--- src/elma_pkg.sv ---
package elma_pkg;

  // ----------------------------------------------------------------
  // Register indices (byte address is four times the index)
  // ----------------------------------------------------------------
  localparam logic [7:0] IDX_RX_CFG = 8'h28;
  localparam logic [7:0] IDX_MAINT2 = 8'h31;
  localparam logic [7:0] IDX_TERM = 8'h32;
  localparam logic [7:0] IDX_IEN0 = 8'h33;
  localparam logic [7:0] IDX_IEN1 = 8'h34;
  localparam logic [7:0] IDX_EDGE = 8'h35;
  localparam logic [7:0] IDX_LSTAT0 = 8'h36;
  localparam logic [7:0] IDX_LSTAT1 = 8'h37;
  localparam logic [7:0] IDX_ISTAT0 = 8'h3a;
  localparam logic [7:0] IDX_ISTAT1 = 8'h3b;
  localparam logic [7:0] IDX_CNTH = 8'h3c;
  localparam logic [7:0] IDX_CNTL = 8'h3d;
  localparam logic [7:0] IDX_NONE = 8'hff;

  // ----------------------------------------------------------------
  // Field positions
  // ----------------------------------------------------------------
  localparam int RX_CODE_BIT = 0;
  localparam int INJ_BIT = 6;
  localparam int CRIT_BIT = 4;
  localparam int CNTEN_LSB = 2;
  localparam int MODE_BIT = 1;
  localparam int TRIG_BIT = 0;
  localparam int TTERM_LSB = 3;
  localparam int RTERM_LSB = 0;
  localparam int DF_BIT = 2;
  localparam int LOS_BIT = 0;
  localparam int GAIN_LSB = 0;

  // Flag order: 0 loss, 1 driver fault, 2 count overflow, 3 code violation,
  // 4 zero run, 5 rx jitter fifo, 6 tx jitter fifo, 7 pulse sum
  localparam int NUM_FLAGS = 8;
  localparam logic [7:0] FLAG_IN_STAT1 = 8'hfc;
  localparam logic [7:0] FLAG_EDGE = 8'h03;
  localparam int FLAG_BIT [NUM_FLAGS] = '{0, 2, 0, 1, 2, 4, 5, 6};

  // ----------------------------------------------------------------
  // Reset values and codes
  // ----------------------------------------------------------------
  localparam logic [2:0] TTERM_RST = 3'h0;
  localparam logic [2:0] RTERM_RST = 3'h7;
  localparam logic [1:0] COUNT_EN_ON = 2'h1;
  localparam logic [6:0] ZR_AMI_ANSI = 7'h0f;
  localparam logic [6:0] ZR_AMI_FCC = 7'h50;
  localparam logic [6:0] ZR_HDB3 = 7'h03;

  // ----------------------------------------------------------------
  // Timing
  // ----------------------------------------------------------------
  localparam int unsigned CLK_HZ = 40_000_000;
  localparam int unsigned REPORT_PERIOD_S = 1;
  localparam int unsigned REPORT_CYCLES = CLK_HZ * REPORT_PERIOD_S;

  typedef enum logic [2:0] {
    BUS_IDLE = 3'b001,
    BUS_WRITE = 3'b010,
    BUS_READ = 3'b100
  } elma_bus_t;

endpackage : elma_pkg

--- src/elma_flag.sv ---
`timescale 1ns/100ps
module elma_flag #(
  parameter bit USE_EDGE = 1'b0
) (
  // Clock and reset
  input wire logic clk,
  input wire logic rst,
  // Source and control
  input wire logic src,
  input wire logic edge_sel,
  input wire logic clr,
  // Sticky flag
  output logic flag
);

  logic prev;
  logic set;

  always_comb begin
    if (USE_EDGE) begin
      set = edge_sel ? (src ^ prev) : (src & ~prev);
    end else begin
      set = src;
    end
  end

  always_ff @(posedge clk) begin
    if (rst) begin
      prev <= 1'b0;
    end else begin
      prev <= src;
    end
  end

  // Set wins over a same-cycle clear
  always_ff @(posedge clk) begin
    if (rst) begin
      flag <= 1'b0;
    end else begin
      flag <= set | (flag & ~clr);
    end
  end
endmodule : elma_flag

--- src/elma_zero_run.sv ---
`timescale 1ns/100ps
module elma_zero_run (
  // Clock and reset
  input wire logic clk,
  input wire logic rst,
  // Received stream
  input wire logic rx_data,
  input wire logic rx_data_valid,
  // Mode
  input wire logic hdb3_sel,
  input wire logic criteria_sel,
  // Event
  output logic zero_run_evt
);

  logic [6:0] run;
  logic [6:0] thr;

  always_comb begin
    if (hdb3_sel) begin
      thr = elma_pkg::ZR_HDB3;
    end else if (criteria_sel) begin
      thr = elma_pkg::ZR_AMI_FCC;
    end else begin
      thr = elma_pkg::ZR_AMI_ANSI;
    end
  end

  always_ff @(posedge clk) begin
    if (rst) begin
      run <= 7'h00;
    end else if (rx_data_valid) begin
      if (rx_data) begin
        run <= 7'h00;
      end else if (run != 7'h7f) begin
        run <= run + 7'h01;
      end
    end
  end

  // Fires once per run, on the zero that first exceeds the limit
  always_ff @(posedge clk) begin
    if (rst) begin
      zero_run_evt <= 1'b0;
    end else begin
      zero_run_evt <= rx_data_valid && !rx_data && (run == thr);
    end
  end
endmodule : elma_zero_run

--- src/elma_regs.sv ---
`timescale 1ns/100ps
module elma_regs #(
  parameter int unsigned REPORT_CYCLES = elma_pkg::REPORT_CYCLES
) (
  // Clock and reset
  input wire logic clk,
  input wire logic rst,
  // AHB-Lite slave
  input wire logic hsel,
  input wire logic [31:0] haddr,
  input wire logic [1:0] htrans,
  input wire logic hwrite,
  input wire logic [2:0] hsize,
  input wire logic [31:0] hwdata,
  input wire logic hready,
  output logic hreadyout,
  output logic [31:0] hrdata,
  output logic hresp,
  // Received stream from the line decoder
  input wire logic rx_data,
  input wire logic rx_data_valid,
  // Analog status pins
  input wire logic driver_fault_pin,
  input wire logic signal_loss_pin,
  input wire logic [4:0] receiver_gain_pin,
  // Event pulses from the data path
  input wire logic pulse_sum_evt,
  input wire logic tx_jitter_fifo_evt,
  input wire logic rx_jitter_fifo_evt,
  input wire logic code_violation_evt,
  // Transmit and line controls, and interrupt request
  output logic violation_insert,
  output logic [4:0] tx_term_match,
  output logic [4:0] rx_term_match,
  output logic irq
);

  // ----------------------------------------------------------------
  // Control registers
  // ----------------------------------------------------------------
  logic rx_line_code_sel;
  logic violation_inject;
  logic zero_run_criteria_sel;
  logic [1:0] zero_run_count_enable;
  logic counter_report_mode;
  logic counter_transfer_trigger;
  logic [2:0] tx_term;
  logic [2:0] rx_term;
  logic driver_fault_edge_sel;
  logic signal_loss_edge_sel;
  logic [7:0] irq_en;

  // ----------------------------------------------------------------
  // Bus state
  // ----------------------------------------------------------------
  elma_pkg::elma_bus_t state;
  logic [7:0] addr_q;
  logic accept;
  logic wr_stb;
  logic [7:0] wbyte;
  logic [7:0] rd_byte;

  // ----------------------------------------------------------------
  // Status and counting
  // ----------------------------------------------------------------
  logic [6:0] sync_a;
  logic [6:0] sync_b;
  logic driver_fault_live;
  logic signal_loss_live;
  logic [4:0] receiver_gain_level;
  logic [7:0] flag_src;
  logic [7:0] flag_edge_sel;
  logic [7:0] flag_clr;
  logic [7:0] flags;
  logic zero_run_evt;
  logic [15:0] count;
  logic [15:0] snapshot;
  logic [31:0] sec_cnt;
  logic sec_tick;
  logic trig_prev;
  logic inject_prev;
  logic manual_xfer;
  logic do_xfer;
  logic count_inc;
  logic count_ovf;

  function automatic logic [4:0] term_decode(input logic [2:0] sel);
    logic [4:0] m;
    m = 5'h00;
    if (sel[2]) begin
      m[4] = 1'b1;
    end else begin
      m[sel[1:0]] = 1'b1;
    end
    return m;
  endfunction : term_decode

  // ----------------------------------------------------------------
  // AHB-Lite slave: zero-wait writes, one wait state on reads
  // ----------------------------------------------------------------
  assign accept = hsel && hready && htrans[1];
  assign wr_stb = (state == elma_pkg::BUS_WRITE);
  assign wbyte = hwdata[7:0];

  always_ff @(posedge clk) begin
    if (rst) begin
      state <= elma_pkg::BUS_IDLE;
      addr_q <= 8'h00;
      hreadyout <= 1'b1;
    end else begin
      case (state)
        elma_pkg::BUS_READ: begin
          state <= elma_pkg::BUS_IDLE;
          hreadyout <= 1'b1;
        end
        elma_pkg::BUS_IDLE, elma_pkg::BUS_WRITE: begin
          if (accept) begin
            addr_q <= (haddr[31:10] == 22'h000000) ? haddr[9:2] : elma_pkg::IDX_NONE;
            state <= hwrite ? elma_pkg::BUS_WRITE : elma_pkg::BUS_READ;
            hreadyout <= hwrite;
          end else begin
            state <= elma_pkg::BUS_IDLE;
          end
        end
        default: begin
          state <= elma_pkg::BUS_IDLE;
          hreadyout <= 1'b1;
        end
      endcase
    end
  end

  always_ff @(posedge clk) begin
    if (rst) begin
      hrdata <= 32'h00000000;
      hresp <= 1'b0;
    end else begin
      hresp <= 1'b0;
      if (state == elma_pkg::BUS_READ) begin
        hrdata <= {24'h000000, rd_byte};
      end
    end
  end

  always_comb begin
    rd_byte = 8'h00;
    case (addr_q)
      elma_pkg::IDX_RX_CFG: rd_byte[elma_pkg::RX_CODE_BIT] = rx_line_code_sel;
      elma_pkg::IDX_MAINT2: begin
        rd_byte[elma_pkg::INJ_BIT] = violation_inject;
        rd_byte[elma_pkg::CRIT_BIT] = zero_run_criteria_sel;
        rd_byte[elma_pkg::CNTEN_LSB +: 2] = zero_run_count_enable;
        rd_byte[elma_pkg::MODE_BIT] = counter_report_mode;
        rd_byte[elma_pkg::TRIG_BIT] = counter_transfer_trigger;
      end
      elma_pkg::IDX_TERM: begin
        rd_byte[elma_pkg::TTERM_LSB +: 3] = tx_term;
        rd_byte[elma_pkg::RTERM_LSB +: 3] = rx_term;
      end
      elma_pkg::IDX_EDGE: begin
        rd_byte[elma_pkg::DF_BIT] = driver_fault_edge_sel;
        rd_byte[elma_pkg::LOS_BIT] = signal_loss_edge_sel;
      end
      elma_pkg::IDX_LSTAT0: begin
        rd_byte[elma_pkg::DF_BIT] = driver_fault_live;
        rd_byte[elma_pkg::LOS_BIT] = signal_loss_live;
      end
      elma_pkg::IDX_LSTAT1: rd_byte[elma_pkg::GAIN_LSB +: 5] = receiver_gain_level;
      elma_pkg::IDX_CNTH: rd_byte = snapshot[15:8];
      elma_pkg::IDX_CNTL: rd_byte = snapshot[7:0];
      elma_pkg::IDX_IEN0, elma_pkg::IDX_IEN1, elma_pkg::IDX_ISTAT0, elma_pkg::IDX_ISTAT1: begin
        for (int i = 0; i < elma_pkg::NUM_FLAGS; i++) begin
          if (addr_q == (elma_pkg::FLAG_IN_STAT1[i] ? elma_pkg::IDX_IEN1 : elma_pkg::IDX_IEN0)) begin
            rd_byte[elma_pkg::FLAG_BIT[i]] = irq_en[i];
          end
          if (addr_q == (elma_pkg::FLAG_IN_STAT1[i] ? elma_pkg::IDX_ISTAT1 : elma_pkg::IDX_ISTAT0)) begin
            rd_byte[elma_pkg::FLAG_BIT[i]] = flags[i];
          end
        end
      end
      default: rd_byte = 8'h00;
    endcase
  end

  // ----------------------------------------------------------------
  // Control register writes
  // ----------------------------------------------------------------
  always_ff @(posedge clk) begin
    if (rst) begin
      rx_line_code_sel <= 1'b0;
      violation_inject <= 1'b0;
      zero_run_criteria_sel <= 1'b0;
      zero_run_count_enable <= 2'h0;
      counter_report_mode <= 1'b0;
      counter_transfer_trigger <= 1'b0;
      tx_term <= elma_pkg::TTERM_RST;
      rx_term <= elma_pkg::RTERM_RST;
      driver_fault_edge_sel <= 1'b0;
      signal_loss_edge_sel <= 1'b0;
    end else if (wr_stb) begin
      case (addr_q)
        elma_pkg::IDX_RX_CFG: rx_line_code_sel <= wbyte[elma_pkg::RX_CODE_BIT];
        elma_pkg::IDX_MAINT2: begin
          violation_inject <= wbyte[elma_pkg::INJ_BIT];
          zero_run_criteria_sel <= wbyte[elma_pkg::CRIT_BIT];
          zero_run_count_enable <= wbyte[elma_pkg::CNTEN_LSB +: 2];
          counter_report_mode <= wbyte[elma_pkg::MODE_BIT];
          counter_transfer_trigger <= wbyte[elma_pkg::TRIG_BIT];
        end
        elma_pkg::IDX_TERM: begin
          tx_term <= wbyte[elma_pkg::TTERM_LSB +: 3];
          rx_term <= wbyte[elma_pkg::RTERM_LSB +: 3];
        end
        elma_pkg::IDX_EDGE: begin
          driver_fault_edge_sel <= wbyte[elma_pkg::DF_BIT];
          signal_loss_edge_sel <= wbyte[elma_pkg::LOS_BIT];
        end
        default: begin
        end
      endcase
    end
  end

  // ----------------------------------------------------------------
  // Pin synchronisers
  // ----------------------------------------------------------------
  always_ff @(posedge clk) begin
    if (rst) begin
      sync_a <= 7'h00;
      sync_b <= 7'h00;
    end else begin
      sync_a <= {receiver_gain_pin, driver_fault_pin, signal_loss_pin};
      sync_b <= sync_a;
    end
  end

  assign signal_loss_live = sync_b[0];
  assign driver_fault_live = sync_b[1];
  assign receiver_gain_level = sync_b[6:2];

  // ----------------------------------------------------------------
  // Sticky flags and enables
  // ----------------------------------------------------------------
  assign flag_src = {pulse_sum_evt, tx_jitter_fifo_evt, rx_jitter_fifo_evt, zero_run_evt,
                     code_violation_evt, count_ovf, driver_fault_live, signal_loss_live};
  assign flag_edge_sel = {6'h00, driver_fault_edge_sel, signal_loss_edge_sel};

  generate
    for (genvar g = 0; g < elma_pkg::NUM_FLAGS; g++) begin : g_flag
      localparam logic [7:0] EN_IDX = elma_pkg::FLAG_IN_STAT1[g] ? elma_pkg::IDX_IEN1 :
                                      elma_pkg::IDX_IEN0;
      localparam logic [7:0] ST_IDX = elma_pkg::FLAG_IN_STAT1[g] ? elma_pkg::IDX_ISTAT1 :
                                      elma_pkg::IDX_ISTAT0;

      assign flag_clr[g] = wr_stb && (addr_q == ST_IDX) && wbyte[elma_pkg::FLAG_BIT[g]];

      always_ff @(posedge clk) begin
        if (rst) begin
          irq_en[g] <= 1'b0;
        end else if (wr_stb && (addr_q == EN_IDX)) begin
          irq_en[g] <= wbyte[elma_pkg::FLAG_BIT[g]];
        end
      end

      elma_flag #(
        .USE_EDGE(elma_pkg::FLAG_EDGE[g])
      ) u_flag (
        .clk(clk),
        .rst(rst),
        .src(flag_src[g]),
        .edge_sel(flag_edge_sel[g]),
        .clr(flag_clr[g]),
        .flag(flags[g])
      );
    end
  endgenerate

  always_ff @(posedge clk) begin
    if (rst) begin
      irq <= 1'b0;
    end else begin
      irq <= |(flags & irq_en);
    end
  end

  // ----------------------------------------------------------------
  // Violation insertion
  // ----------------------------------------------------------------
  always_ff @(posedge clk) begin
    if (rst) begin
      inject_prev <= 1'b0;
      violation_insert <= 1'b0;
    end else begin
      inject_prev <= violation_inject;
      violation_insert <= violation_inject && !inject_prev;
    end
  end

  // ----------------------------------------------------------------
  // Excessive zero detection and counting
  // ----------------------------------------------------------------
  elma_zero_run u_zero_run (
    .clk(clk),
    .rst(rst),
    .rx_data(rx_data),
    .rx_data_valid(rx_data_valid),
    .hdb3_sel(!rx_line_code_sel),
    .criteria_sel(zero_run_criteria_sel),
    .zero_run_evt(zero_run_evt)
  );

  always_ff @(posedge clk) begin
    if (rst) begin
      sec_cnt <= 32'h00000000;
      sec_tick <= 1'b0;
    end else if (sec_cnt == 32'(REPORT_CYCLES - 1)) begin
      sec_cnt <= 32'h00000000;
      sec_tick <= 1'b1;
    end else begin
      sec_cnt <= sec_cnt + 32'h00000001;
      sec_tick <= 1'b0;
    end
  end

  always_ff @(posedge clk) begin
    if (rst) begin
      trig_prev <= 1'b0;
    end else begin
      trig_prev <= counter_transfer_trigger;
    end
  end

  assign manual_xfer = !counter_report_mode && counter_transfer_trigger && !trig_prev;
  assign do_xfer = counter_report_mode ? sec_tick : manual_xfer;
  assign count_inc = zero_run_evt && (zero_run_count_enable == elma_pkg::COUNT_EN_ON);
  assign count_ovf = count_inc && !do_xfer && (count == 16'hffff);

  always_ff @(posedge clk) begin
    if (rst) begin
      count <= 16'h0000;
      snapshot <= 16'h0000;
    end else if (do_xfer) begin
      snapshot <= count;
      count <= {15'h0000, count_inc};
    end else if (count_inc) begin
      count <= count + 16'h0001;
    end
  end

  always_ff @(posedge clk) begin
    if (rst) begin
      tx_term_match <= 5'h00;
      rx_term_match <= 5'h00;
    end else begin
      tx_term_match <= term_decode(tx_term);
      rx_term_match <= term_decode(rx_term);
    end
  end
endmodule : elma_regs

--- config.mk ---
export PLATFORM = sky130hd
export DESIGN_NAME = elma_regs
export DESIGN_NICKNAME = d
export VERILOG_FILES = /design/src/elma_pkg.sv /design/src/elma_flag.sv /design/src/elma_zero_run.sv /design/src/elma_regs.sv
export SDC_FILE = /design/constraint.sdc
export NUM_CORES = 1
export LEC_CHECK = 0
export BUFFER_PORTS_ARGS = -buffer_cell sky130_fd_sc_hd__buf_2
export CAP_MARGIN = 15
export CELL_PAD_IN_SITES_DETAIL_PLACEMENT = 1
export CELL_PAD_IN_SITES_GLOBAL_PLACEMENT = 1
export CORE_ASPECT_RATIO = 0.7
export CORE_MARGIN = 1
export CORE_UTILIZATION = 41
export DETAILED_ROUTE_END_ITERATION = 10
export PLACE_DENSITY_LB_ADDON = 0.1
export SETUP_SLACK_MARGIN = 0.15
export SYNTH_ARGS = -nofsm -noshare
export SYNTH_HDL_FRONTEND = slang
export SYNTH_SLANG_ARGS = --single-unit
export TNS_END_PERCENT = 20
--- constraint.sdc ---
create_clock -name clk -period 2 [get_ports clk]
set_input_delay 0.4 -clock clk [delete_from_list [all_inputs] [get_ports clk]]
set_output_delay 0.4 -clock clk [all_outputs]
set_load 0.01 [all_outputs]
## Word level (Yosys, flattened, before mapping)

Cells that the tools add are included.

- Register bits after elaboration: 154
- Output and inout bits: 46
- Word-level logic and storage cells: 198

- Add/subtract/negate cells: 3
- Magnitude comparators: 4
- Eq/ne operators: 20
- Mux-type cells: 42
- Bitwise operators: 33
- Reduce and logical (&&, ||, !) cells: 47

Operator list:

| kind | number |
|---|---|
| equality test 8 x 6 -> 1 bit, second input constant | 12 |
| adder 32 x 1 -> 32 bit, second input constant | 1 |
| equality test 32 x 26 -> 1 bit, second input constant | 1 |
| 2-to-1 mux 7 bit | 4 |
| 2-to-1 mux 1 bit | 26 |
| logical AND 1 bit | 24 |
| logical NOT 22 bit | 1 |
| adder 16 x 1 -> 16 bit, second input constant | 1 |
| equality test 16 bit, second input constant | 1 |
| NOT 1 bit | 12 |
| case mux 1 bit (6 select lines) | 2 |
| AND reduction 2 bit | 6 |
| OR reduction 2 bit | 6 |
| AND 1 bit | 10 |
| case mux 1 bit (9 select lines) | 1 |
| AND 8 bit | 1 |
| less-than comparator 2 x 4 -> 1 bit, second input constant | 2 |
| 2-to-1 mux 8 bit | 1 |
| OR 1 bit | 8 |
| case mux 1 bit (4 select lines) | 2 |
| case mux 1 bit (8 select lines) | 1 |
| OR reduction 8 bit | 1 |
| adder 7 x 1 -> 7 bit, second input constant | 1 |
| equality test 7 bit | 1 |
| other kinds (15) | 23 |

## Logic depth before layout (Yosys ltp)

Gate-level depths: netlist of the first run.

- Depth in word-level cells: 8
- Mapped depth: 8
- Gate-level depth less buffers: 6

## By module

From an unflattened synthesis of the first run, not the netlist that was laid out.

- Cell total of the unflattened synthesis: 784
- Area total of the unflattened synthesis: 7071.8 um2

Modules (own cells, without submodules):

| module | times used | cells an instance | area each (um2) |
|---|---|---|---|
| elma_regs | 1 | 690 | 6202.2 |
| elma_zero_run | 1 | 52 | 461.7 |
| elma_flag at g_flag[2].u_flag ... | 6 | 4 | 38.8 |
| elma_flag at g_flag[0].u_flag ... | 2 | 9 | 87.6 |

## Least setup slack after synthesis of the first run

No wires, ideal clock.

- Path type: register to register
- Start: register state[2]
- End: register driver_fault_edge_sel
- Setup time: 128 ps
- Arrival time: 1565 ps
- Required time: 1872 ps
- Setup slack: 308 ps
- Stages on the path, launching flop included: 6
- Path buffers: 1
- Clock period less this slack: 1692 ps
- Cell sequence: dfxtp_1 or3b_1 buf_2 or4_4 mux2i_1 nor2_1

- Cells in the longest elaborated chain, start to end: 2

RTL lines:

| element | line | source |
|---|---|---|
| start: declaration | elma_regs.sv:56 | `elma_pkg::elma_bus_t state;` |
| start signal: assignment | elma_regs.sv:107 | `state <= elma_pkg::BUS_IDLE;` |
| start signal: assignment | elma_regs.sv:113 | `state <= elma_pkg::BUS_IDLE;` |
| start signal: assignment | elma_regs.sv:119 | `state <= hwrite ? elma_pkg::BUS_WRITE : elma_pkg::BUS_READ;` |
| equality test 3 x 2 -> 1 bit | elma_regs.sv:102 | `assign wr_stb = (state == elma_pkg::BUS_WRITE);` |
| AND reduction 2 bit (no line) | - |  |
| end signal: assignment | elma_regs.sv:215 | `driver_fault_edge_sel <= wbyte[elma_pkg::DF_BIT];` |
| end: declaration | elma_regs.sv:49 | `logic driver_fault_edge_sel;` |

Every way passes these cells.
A chain may end at the register's enable or synchronous reset.

## Final worst setup path of the first run

- Start: register addr_q[3]
- End: register g_flag[5].u_flag.flag

- Cells in the longest elaborated chain, start to end: 6

RTL lines:

| element | line | source |
|---|---|---|
| start: declaration | elma_regs.sv:57 | `logic [7:0] addr_q;` |
| start signal: assignment | elma_regs.sv:118 | `addr_q <= (haddr[31:10] == 22'h000000) ? haddr[9:2] : elma_pkg::IDX_NONE;` |
| equality test 8 x 6 -> 1 bit | elma_regs.sv:255 | `assign flag_clr[g] = wr_stb && (addr_q == ST_IDX) && wbyte[elma_pkg::FLAG_BIT[g]];` |
| logical AND 1 bit (2 in a row) | elma_regs.sv:255 |  |
| NOT 1 bit | elma_flag.sv:40 | `flag <= set \| (flag & ~clr);` |
| AND 1 bit | elma_flag.sv:40 |  |
| OR 1 bit | elma_flag.sv:40 |  |
| end signal: assignment | elma_flag.sv:40 |  |
| end: declaration | elma_flag.sv:13 | `output logic flag` |

Every way passes these cells.

==> results of run 1 <==
## through the flow
step / total power [mW] / hold slack [ps] / area [sq um]
after global placement: 3.53 / 379 / 7460
after global routing: 7.25 / 156 / 8160
after detailed placement: 3.54 / 387 / 7460
after floorplan: 3.42 / 367 / 6840
final: 6.99 / 169 / 8160
after CTS: 7.06 / 149 / 8100
## power by group through the flow
| stage | clock network, mW | logic, mW | registers [mW] |
|---|---|---|---|
| 2_1_floorplan | 0 | 0.222 | 3.20 |
| 3_3_place_gp | 0 | 0.310 | 3.22 |
| 3_5_place_dp | 0 | 0.322 | 3.22 |
| 4_1_cts | 3.58 | 0.324 | 3.15 |
| 5_1_grt | 3.73 | 0.361 | 3.16 |
| 6_report | 3.51 | 0.328 | 3.16 |
## synthesized netlist by cell type, drive strengths merged (9+ instances only)
cell | n | share of area
buf | 43 | 0.041
clkbuf | 18 | 0.010
xor2 | 41 | 0.053
xnor2 | 10 | 0.013
and4 | 9 | 0.012
nor3 | 16 | 0.013
nor2 | 139 | 0.078
dfxtp | 154 | 0.46
nor4 | 12 | 0.013
and3 | 15 | 0.014
nand4 | 34 | 0.032
nand3 | 17 | 0.013
mux2i | 40 | 0.059
a21oi | 18 | 0.013
nand2 | 39 | 0.022
inv | 9 | 0.0050
a22oi | 11 | 0.012
nor2b | 30 | 0.028
## registers in the layout, indices dropped and copies added (netlist names), 2 cells and up
name                   cells
sec_cnt                   32
count                     16
snapshot                  16
addr_q                     8
g_flag.u_flag.flag         8
hrdata                     8
irq_en                     8
sync_a                     7
sync_b                     7
u_zero_run.run             7
rx_term_match              5
tx_term_match              5
rx_term                    3
state                      3
tx_term                    3
g_flag.u_flag.prev         2
zero_run_count_enable      2
## cell families after synthesis
logic type | count (synthesis) | synth area share
simple gates | 350 | 0.271
buf+inv | 70 | 0.0562
other cells | 1 | 0.000556
xor+xnor | 51 | 0.0662
mux | 41 | 0.0610
flops | 154 | 0.457
fa+ha+maj | 5 | 0.00927
compound gates | 75 | 0.0790
## worst max path at each step
stage / start / endpoint / slack (ps)
after floorplan: state[2] / driver_fault_edge_sel / 310
after global placement: sec_cnt[13] / sec_cnt[17] / 60
after detailed placement: sec_cnt[13] / sec_cnt[29] / 20
after CTS: addr_q[3] / g_flag[5].u_flag.flag / 60
after global routing: addr_q[0] / hrdata[2] / 130
final: addr_q[3] / g_flag[5].u_flag.flag / 220
## cell type report
cell class | instances | area (sq um)
well taps | 220 | 275
repair buffers | 114 | 693
clock buffers | 20 | 437
multi-input cells | 547 | 3440
fillers | 1836 | 7620
inverters | 9 | 33.8
flip-flops and latches | 154 | 3090
clock inverters | 11 | 193
## critical path: cells and delay by family, from the launching register on
family / cells / cell delay (ps)
simple gates: 4 / 580
flops: 1 / 510
buf+inv: 2 / 430
compound gates: 1 / 140
## layer usage
layer  up-vias  wire length [microns]  part of all wire  track usage
li1       2768                      -                 -            -
met1      2860                   9970              0.50        0.350
met2       126                   8570              0.43        0.356
met3        16                   1040             0.052       0.0619
met4         0                    196            0.0099       0.0728
met5         -                      0                 0            0
## repair_timing
action | in CTS | in global routing
resized for setup | 3 | 13
pin swaps | 0 | 1
buffers inserted | 0 | 1
gates cloned | 0 | 0
setup endpoints to repair | 45 | 57
==> out/results.tsv, run 1 <==
stage	metric	value	unit
pwr	p_comb_frac	0.047	
global_route	grt_overflow_total	0	
outcome	status	completed	
timing	finalSetupViolCount	0	
global_route	grt.total_usage	0.243	
die	io_pins	133	
route	vias_per_cell	5.37	
critical_path	start_kind	flop	
timing	fin_ws	216	ps
global_route	antenna_found_initial	0	
critical_path	cp_cell_sequence	buf_4, nand4b_1, nor3_1, buf_4, nand2_1, a21oi_1, nor2_1	
route	dr.pass1.iters	5	
critical_path	r2r_slack	220	ps
timing	fin_crit	1780	ps
critical_path	reg2reg_to	g_flag[5].u_flag.flag	
timing	fin_worst_skew	10.3	ps
place	gp_congestion	0.890	
global_route	grt_pass1_wl	31000	microns
pwr	p_seq_frac	0.451	
synthesis	syn_area	0.00675	sq mm
final_layout	final_util	0.517	
synthesis	synth_ff_type	dfxtp_1	
critical_path	rr_worst_depth	7	
final_layout	fin_nets	935	
final_layout	final-instance-count-excl-fill	1075	
timing	slew_viol_final	0	
pwr	ir_drop	0.440	mV
cts	cts_max_level	4	
timing	fin_crit_sh	0.892	
pwr	p_int	5.45	mW
die	die_w	155	microns
critical_path	worstPathRequired	2310	ps
synthesis	synthCells	747	
critical_path	slowest_delay	510	ps
place	preCtsSetupSlack	17.1	ps
die	dieArea	0.0170	sq mm
timing	hold_violations	0	
cts	tritoncts	built	
cts	cts_root_buf	clkbuf_16	
final_layout	mostFrequentLayoutCell	dfxtp_1	
worst_hold_path	worst_hold_startpoint	hwrite	
place	io_buffers	76	
timing	max_freq	560	MHz
pwr	pwr-share-clk	0.502	
critical_path	crit_type	reg2reg	
global_route	grt_pass1_vias	5663	
pwr	switching_power	1.54	mW
worst_hold_path	hp-class	in2reg	
critical_path	worst-path-max-fanout	14	
worst_hold_path	min_path_cells	2	
synthesis	yosysWarningCount	0	
cts	clk_pin_slew_worst_paths	60	ps
final_layout	area_growth	20.9	%
synthesis	seq_area_frac_synth	0.457	
route	routed_wl	19800	microns
route	vias	5770	
final_layout	n_antenna_cell	0	
cts	numCtsBuffers	17	
timing	rsz0062_at_grt	yes	
flow_run	maxCapViolCount	0	
pwr	p_sw_frac	0.221	
synthesis	async_flop_share	0	
pwr	leakagePower	3.36	nW
place	dp.final_hpwl	14500	microns
critical_path	crit_slowest_cell	dfxtp_2	
route	wire_per_inst	18.4	microns
die	core	0.0158	sq mm
route	drt_iter0_drc	407	
timing	slew_headroom	0.592	
pwr	power_density	857	mW/mm^2
route	drc	0	
final_layout	layout-drive-gt1-share	0.193	
synthesis	syn_area_per_cell	9.04	sq um
final_layout	layout_common_cells	149 x dfxtp_1, 136 x nor2_1, 75 x buf_2	
critical_path	worstPathArrival	2100	ps
die	start_util	0.428	
die	die_h	109	microns
synthesis	synth_cell_type_count	60	
cts	insertion_delay	430	ps
critical_path	crit_top_cell	buf_4	
critical_path	endpoint_kind	flop	
cts	cts.sinks	154	
route	ant_nets	0	
timing	tightest_slew	612	ps
place	place_inst	1043	
critical_path	worstReg2RegStart	addr_q[3]	
cts	clockBufferDepth	2	
synthesis	synth-edff-count	0	
die	fp-row-count	38	
worst_hold_path	hold-path-endpoint	state[2]	
global_route	grt_max_degree	30	
synthesis	synth-seq-cells	154	
timing	fin_tns_setup	0	ps
cts	postCtsHoldBufs	0	
(Power assumes the default switching activity.)
==> run 2: changes to the inputs <==
CORE_UTILIZATION = 37   (was 41)
clock period = 1.6 ns   (was 2 ns; I/O delays follow)
==> run 2 against run 1 <==
The flow now finishes with violations (negative setup slack). Power increased by 22%. Core utilization increased by 0.98 points. Global-route usage decreased by 0.36 points. Cell count increased by 8.8%.
==> out/results.tsv, run 2 (same netlist as run 1, synthesis figures left out) <==
stage	metric	value	unit
timing	fin_tns_setup	-1140	ps
die	start_util	0.385	
route	wire_per_inst	18.7	microns
cts	insertion_delay	430	ps
global_route	grt_max_degree	29	
final_layout	top_register	sec_cnt	
outcome	status	finished, violations left	
final_layout	final_area	0.00923	sq mm
die	die_w	163	microns
critical_path	worst-path-max-fanout	5	
critical_path	crit_buf_inv	0	
cts	cts_max_level	4	
global_route	antenna_found_initial	1	
global_route	busiest_layer	met2	
timing	fin_worst_skew	7.88	ps
route	drc	0	
route	vias	6140	
critical_path	crit_type	reg2reg	
final_layout	n_fill_cell	2005	
place	place_area	0.00804	sq mm
global_route	met1_usage	0.330	
critical_path	start_kind	flop	
final_layout	largest_reg_flops	32	
die	fp-row-count	40	
route	drt_iter0_drc	342	
outcome	violations	negative setup slack	
final_layout	mostFrequentLayoutCell	dfxtp_1	
global_route	grt.met2_usage	0.366	
pwr	power_density	928	mW/mm^2
final_layout	reg_top3	sec_cnt: 32 flops, count: 16 flops, snapshot: 16 flops	
worst_hold_path	hp-class	in2reg	
critical_path	r2r_slack	-80	ps
worst_hold_path	worst_hold_startpoint	hwrite	
die	core	0.0175	sq mm
cts	numCtsBuffers	17	
critical_path	crit_slowest_cell	or4_4	
critical_path	worst-path-stages	4	
timing	hold_violations	0	
route	ant_nets	0	
route	dr.pass1.iters	4	
timing	max_freq	596	MHz
final_layout	final_util	0.527	
timing	finalSetupViolCount	45	
timing	rsz0062_at_grt	yes	
cts	cts_root_buf	clkbuf_16	
critical_path	slowest_delay	490	ps
pwr	fin_total_pwr	8.56	mW
cts	clk_pin_slew_worst_paths	70	ps
global_route	grt.total_usage	0.239	
critical_path	cp_top_family	simple AND/OR/NAND/NOR gates	
cts	cts.sinks	154	
critical_path	rr_worst_depth	4	
timing	fin_crit_sh	1.05	
final_layout	area_growth	36.7	%
final_layout	fin_nets	1018	
place	io_buffers	76	
die	die_h	115	microns
global_route	grt_overflow_total	0	
worst_hold_path	min_path_cells	2	
die	dieArea	0.0188	sq mm
cts	clockBufferDepth	2	
place	gp_congestion	0.902	
global_route	grt_use_met3	0.0548	
critical_path	cp_cell_sequence	or3b_4, or4_4, mux2i_1, nor2_1	
critical_path	worstPathRequired	1930	ps
global_route	grt_pass1_vias	6250	
critical_path	reg2reg_to	driver_fault_edge_sel	
pwr	ir_drop	0.788	mV
timing	fin_ws	-77.5	ps
pwr	leakagePower	3.81	nW
cts	postCtsHoldBufs	0	
critical_path	endpoint_kind	flop	
global_route	grt_pass1_wl	34000	microns
cts	tritoncts	built	
die	io_pins	133	
critical_path	worstPathArrival	2010	ps
final_layout	layout_common_cells	128 x dfxtp_1, 117 x nor2_1, 105 x buf_4	
route	vias_per_cell	5.25	
final_layout	n_antenna_cell	0	
final_layout	layout-drive-gt1-share	0.354	
critical_path	worstReg2RegStart	state[1]	
flow_run	maxCapViolCount	0	
timing	fin_crit	1680	ps
timing	timing.hold.ws	71.5	ps
route	routed_wl	21900	microns
timing	slew_viol_final	0	
worst_hold_path	hold-path-endpoint	state[2]	
critical_path	startpoint	state[1]	
place	dp.final_hpwl	16100	microns
run 2: cell types whose count changed in the layout (fill, tap and decap cells not counted), moves of 7 or more:
| cell | previous run | this run |
|---|---|---|
| dfxtp_2 | 5 | 20 |
| buf_4 | 37 | 105 |
| nor2_2 | 3 | 10 |
| nor2_4 | 0 | 12 |
| buf_6 | 0 | 14 |
| dfxtp_1 | 149 | 128 |
| nor2_1 | 136 | 117 |
run 2: worst max-delay path by stage:
stage                             to  slack [ps]
2_1_floorplan              irq_en[6]          20
3_3_place_gp   g_flag[0].u_flag.flag        -230
3_5_place_dp               hrdata[4]        -240
4_1_cts                  sec_cnt[14]         -80
5_1_grt                    hrdata[0]        -170
6_report       driver_fault_edge_sel         -80
run 2: layout make-up:
cell class	count	area, sq um	area share
flip-flops and latches	154	3130	0.339
clock buffers	20	447	0.0484
inverters	9	33.8	0.00366
multi-input cells	547	3810	0.413
well taps	231	289	0.0313
repair buffers	197	1380	0.149
clock inverters	12	140	0.0152
run 2: what timing repair did:
| action | CTS | global route |
|---|---|---|
| pin swaps | 32 | 25 |
| setup buffers | 5 | 8 |
| endpoints found under the setup margin | 89 | 110 |
| resized for setup | 69 | 68 |
run 2: power breakdown:
part           switching [mW]  internal, mW
registers              0.0600          3.88
clock network            1.72          2.36
logic                   0.297         0.249
total                    2.07          6.49
run 2: worst reg2reg max path: cells and delay by family, from the launching register on:
family	cells	cell delay, ps
simple gates	3	1030
flops	1	340
mux	1	200
run 2: metal layers:
| metal | wire length (microns) | share of wire | vias to the layer above |
|---|---|---|---|
| met4 | 262 | 0.012 | 0 |
| met3 | 890 | 0.041 | 20 |
| met2 | 9910 | 0.45 | 115 |
| met1 | 10800 | 0.49 | 3072 |
| li1 | - | - | 2933 |
| met5 | 0 | 0 | - |
run 2: metrics by stage:
| step | worst slack (ps) | cells |
|---|---|---|
| 6_report | -77.5 | 1170 |
| 5_1_grt | -174 | 1170 |
| 4_1_cts | -81.6 | 1162 |
| 3_5_place_dp | -245 | 1125 |
| 3_3_place_gp | -229 | 1125 |
| 2_1_floorplan | 23.1 | 771 |
==> run 3: changes to the inputs <==
CORE_UTILIZATION = 38   (was 37)
MAX_ROUTING_LAYER = met4   (was unset)
SYNTH_HIERARCHICAL = 1   (was unset)
==> run 3 against run 2 <==
The flow still finishes with violations (negative setup slack). Cell count grew 2.1%. Design area grew 0.35%. Clock-buffer cell count grew 1. Clock skew grew 0.97 ps. Maximum frequency shrank 1.6%. Sequential cell count is the same. Core utilization shrank 1.5 points. Synthesized area grew 4.8%. Global-route usage is essentially flat. Sequential share of layout area shrank 0.31 points. Clock power shrank 1%. Largest power group unchanged.
==> out/results.tsv, run 3 <==
stage	metric	value	unit
outcome	status	finished, violations left	
outcome	violations	negative setup slack	
cts	insertion_delay	440	ps
final_layout	layout_common_cells	130 x dfxtp_1, 104 x nor2_1, 92 x buf_4	
route	dr.pass1.iters	4	
synthesis	synth_xor_area_frac	0.0570	
place	place_area	0.00823	sq mm
timing	slew_viol_final	0	
timing	slew_headroom	0.681	
final_layout	fin_nets	1038	
synthesis	synth_common_cells	154 x dfxtp_1, 105 x nor2_1, 57 x nand2_1, 46 x nand3_1, 30 x buf_4	
critical_path	crit_slowest_cell	dfxtp_2	
synthesis	async_flop_share	0	
timing	max_freq	587	MHz
route	routed_wl	21300	microns
pwr	fin_total_pwr	8.44	mW
synthesis	synth.largest_area_cell	dfxtp_1	
cts	clk_pin_slew_worst_paths	60	ps
final_layout	area_growth	30.9	%
timing	fin_worst_skew	8.85	ps
critical_path	start_kind	flop	
synthesis	synthCells	784	
critical_path	slowest_delay	340	ps
cts	cts.sinks	154	
place	gp_congestion	0.934	
global_route	grt_pass1_wl	34000	microns
flow_run	maxCapViolCount	0	
critical_path	crit_type	reg2reg	
die	die_h	116	microns
final_layout	final_area	0.00926	sq mm
timing	fin_crit_sh	1.07	
final_layout	reg_top3	sec_cnt: 32 flops, count: 16 flops, snapshot: 16 flops	
die	core	0.0181	sq mm
critical_path	worst-path-max-fanout	7	
cts	tritoncts	built	
global_route	grt_pass1_vias	6438	
die	start_util	0.391	
route	vias_per_cell	5.22	
synthesis	yosysWarningCount	6	
cts	numCtsBuffers	17	
global_route	grt_max_degree	35	
pwr	leakagePower	3.80	nW
synthesis	seq_area_frac_synth	0.436	
route	drc	0	
synthesis	synth_ff_type	dfxtp_1	
die	fp-row-count	41	
global_route	antenna_found_initial	0	
pwr	ir_drop	0.554	mV
pwr	power_density	912	mW/mm^2
synthesis	synth-simple-area-share	0.299	
critical_path	endpoint_kind	flop	
synthesis	synth_compound_gate_area_share	0.0860	
critical_path	worstPathArrival	2030	ps
synthesis	synth.area.mux_share	0.0458	
die	dieArea	0.0192	sq mm
critical_path	cp_cell_sequence	nor4_4, nand4_1, o31ai_4, buf_4, clkbuf_16, nor2_1	
timing	fin_crit	1700	ps
route	drt_iter0_drc	335	
synthesis	syn_area_per_cell	9.02	sq um
cts	cts_max_level	4	
timing	tightest_slew	465	ps
die	io_pins	133	
critical_path	worstPathRequired	1920	ps
final_layout	final-instance-count-excl-fill	1195	
place	io_buffers	76	
final_layout	largest_reg_flops	32	
final_layout	top_register	sec_cnt	
final_layout	n_antenna_cell	0	
timing	fin_ws	-105	ps
cts	cts_root_buf	clkbuf_16	
place	place_inst	1147	
synthesis	synth-edff-count	0	
route	wire_per_inst	17.8	microns
global_route	grt.total_usage	0.239	
synthesis	synth_top_family_by_area	simple AND/OR/NAND/NOR gates	
timing	hold_violations	0	
synthesis	synth_most_common_cell	dfxtp_1	
critical_path	cp_top_family	simple AND/OR/NAND/NOR gates	
die	die_w	165	microns
synthesis	synthTopCellsByArea	dfxtp_1 44%, nor2_1 5.6%, mux2i_1 4.1%, xnor2_1 3.6%, nand3_1 3.3%	
timing	finalSetupViolCount	55	
synthesis	syn_area	0.00707	sq mm
synthesis	post-synth-top-area-fraction	0.436	
worst_hold_path	hp-class	in2reg	
route	vias	6242	
final_layout	layout-drive-gt1-share	0.325	
critical_path	crit_buf_inv	2	
route	ant_nets	0	
timing	rsz0062_at_grt	yes	
global_route	grt_overflow_total	0	
final_layout	mostFrequentLayoutCell	dfxtp_1	
synthesis	synth-seq-cells	154	
cts	postCtsHoldBufs	0	
synthesis	synthAdderAreaFrac	0.00885	
synthesis	synth_cell_type_count	77	
place	dp.final_hpwl	15100	microns
cts	clockBufferDepth	2	
run 3: area by class of cell:
cell class	count	area [sq um]
Clock buffer	21	460
Clock inverter	11	120
Fill cell	2087	8850
Inverter	19	71.3
Multi-Input combinational cell	572	3870
Sequential cell	154	3110
Tap cell	236	295
Timing Repair Buffer	182	1330
run 3: layer usage:
metal / routed length (microns) / track usage / share of wire / vias up
met5: 0 / - / 0 / -
met4: 242 / 0.0765 / 0.011 / 0
met3: 794 / 0.0440 / 0.037 / 23
met2: 9680 / 0.366 / 0.45 / 111
met1: 10600 / 0.318 / 0.50 / 3079
li1: - / - / - / 3029
run 3: timing repair:
action / 4_1_cts / 5_1_grt
endpoints found under the setup margin: 81 / 97
gates cloned: 2 / 1
pin swaps: 26 / 22
resized for setup: 43 / 35
setup buffers: 10 / 3
run 3: logic make-up (layout without fill, tap and decap cells):
kind of cell	count (synthesis)	count (layout)
flip-flops	154	154
AND/OR/NAND/NOR	379	380
AO/OA/AOI/OAI	84	84
XOR/XNOR	46	46
multiplexers	32	32
adder cells (fa/ha/maj)	5	5
buffers and inverters	83	233
other	1	25
run 3: worst reg2reg max path: stages (launching register included):
cell and delay [ps]:
dfxtp_2 340, nor4_4 320, nand4_1 220, o31ai_4 320, buf_4 190, clkbuf_16 160
nor2_1 50
run 3: path summary, 6_finish.rpt:
kind              slack, ps  cells past startpoint          endpoint        start
hold reg to reg         400                      1  violation_insert  inject_prev
setup reg to reg       -100                      6       sec_cnt[21]  sec_cnt[13]
setup / recovery       -100                      6       sec_cnt[21]  sec_cnt[13]
hold / removal           80                      2          state[2]       hwrite
run 3: per-stage QoR:
stage / hold slack, ps / setup slack (ps) / setup TNS [ps] / utilization
finish: 75.3 / -105 / -3560 / 0.511
floorplan: 367 / 82.7 / 0 / -
global route: 74.1 / -185 / -8190 / 0.511
global placement: 373 / -101 / -2070 / 0.455
detailed placement: 400 / -196 / -5670 / 0.455
CTS: 59.2 / -63.9 / -1880 / 0.501
run 3: power breakdown:
part	internal [mW]	total, mW	switching [mW]
clock	2.37	4.01	1.64
sequential	3.89	3.93	0.0411
combinational	0.221	0.499	0.278
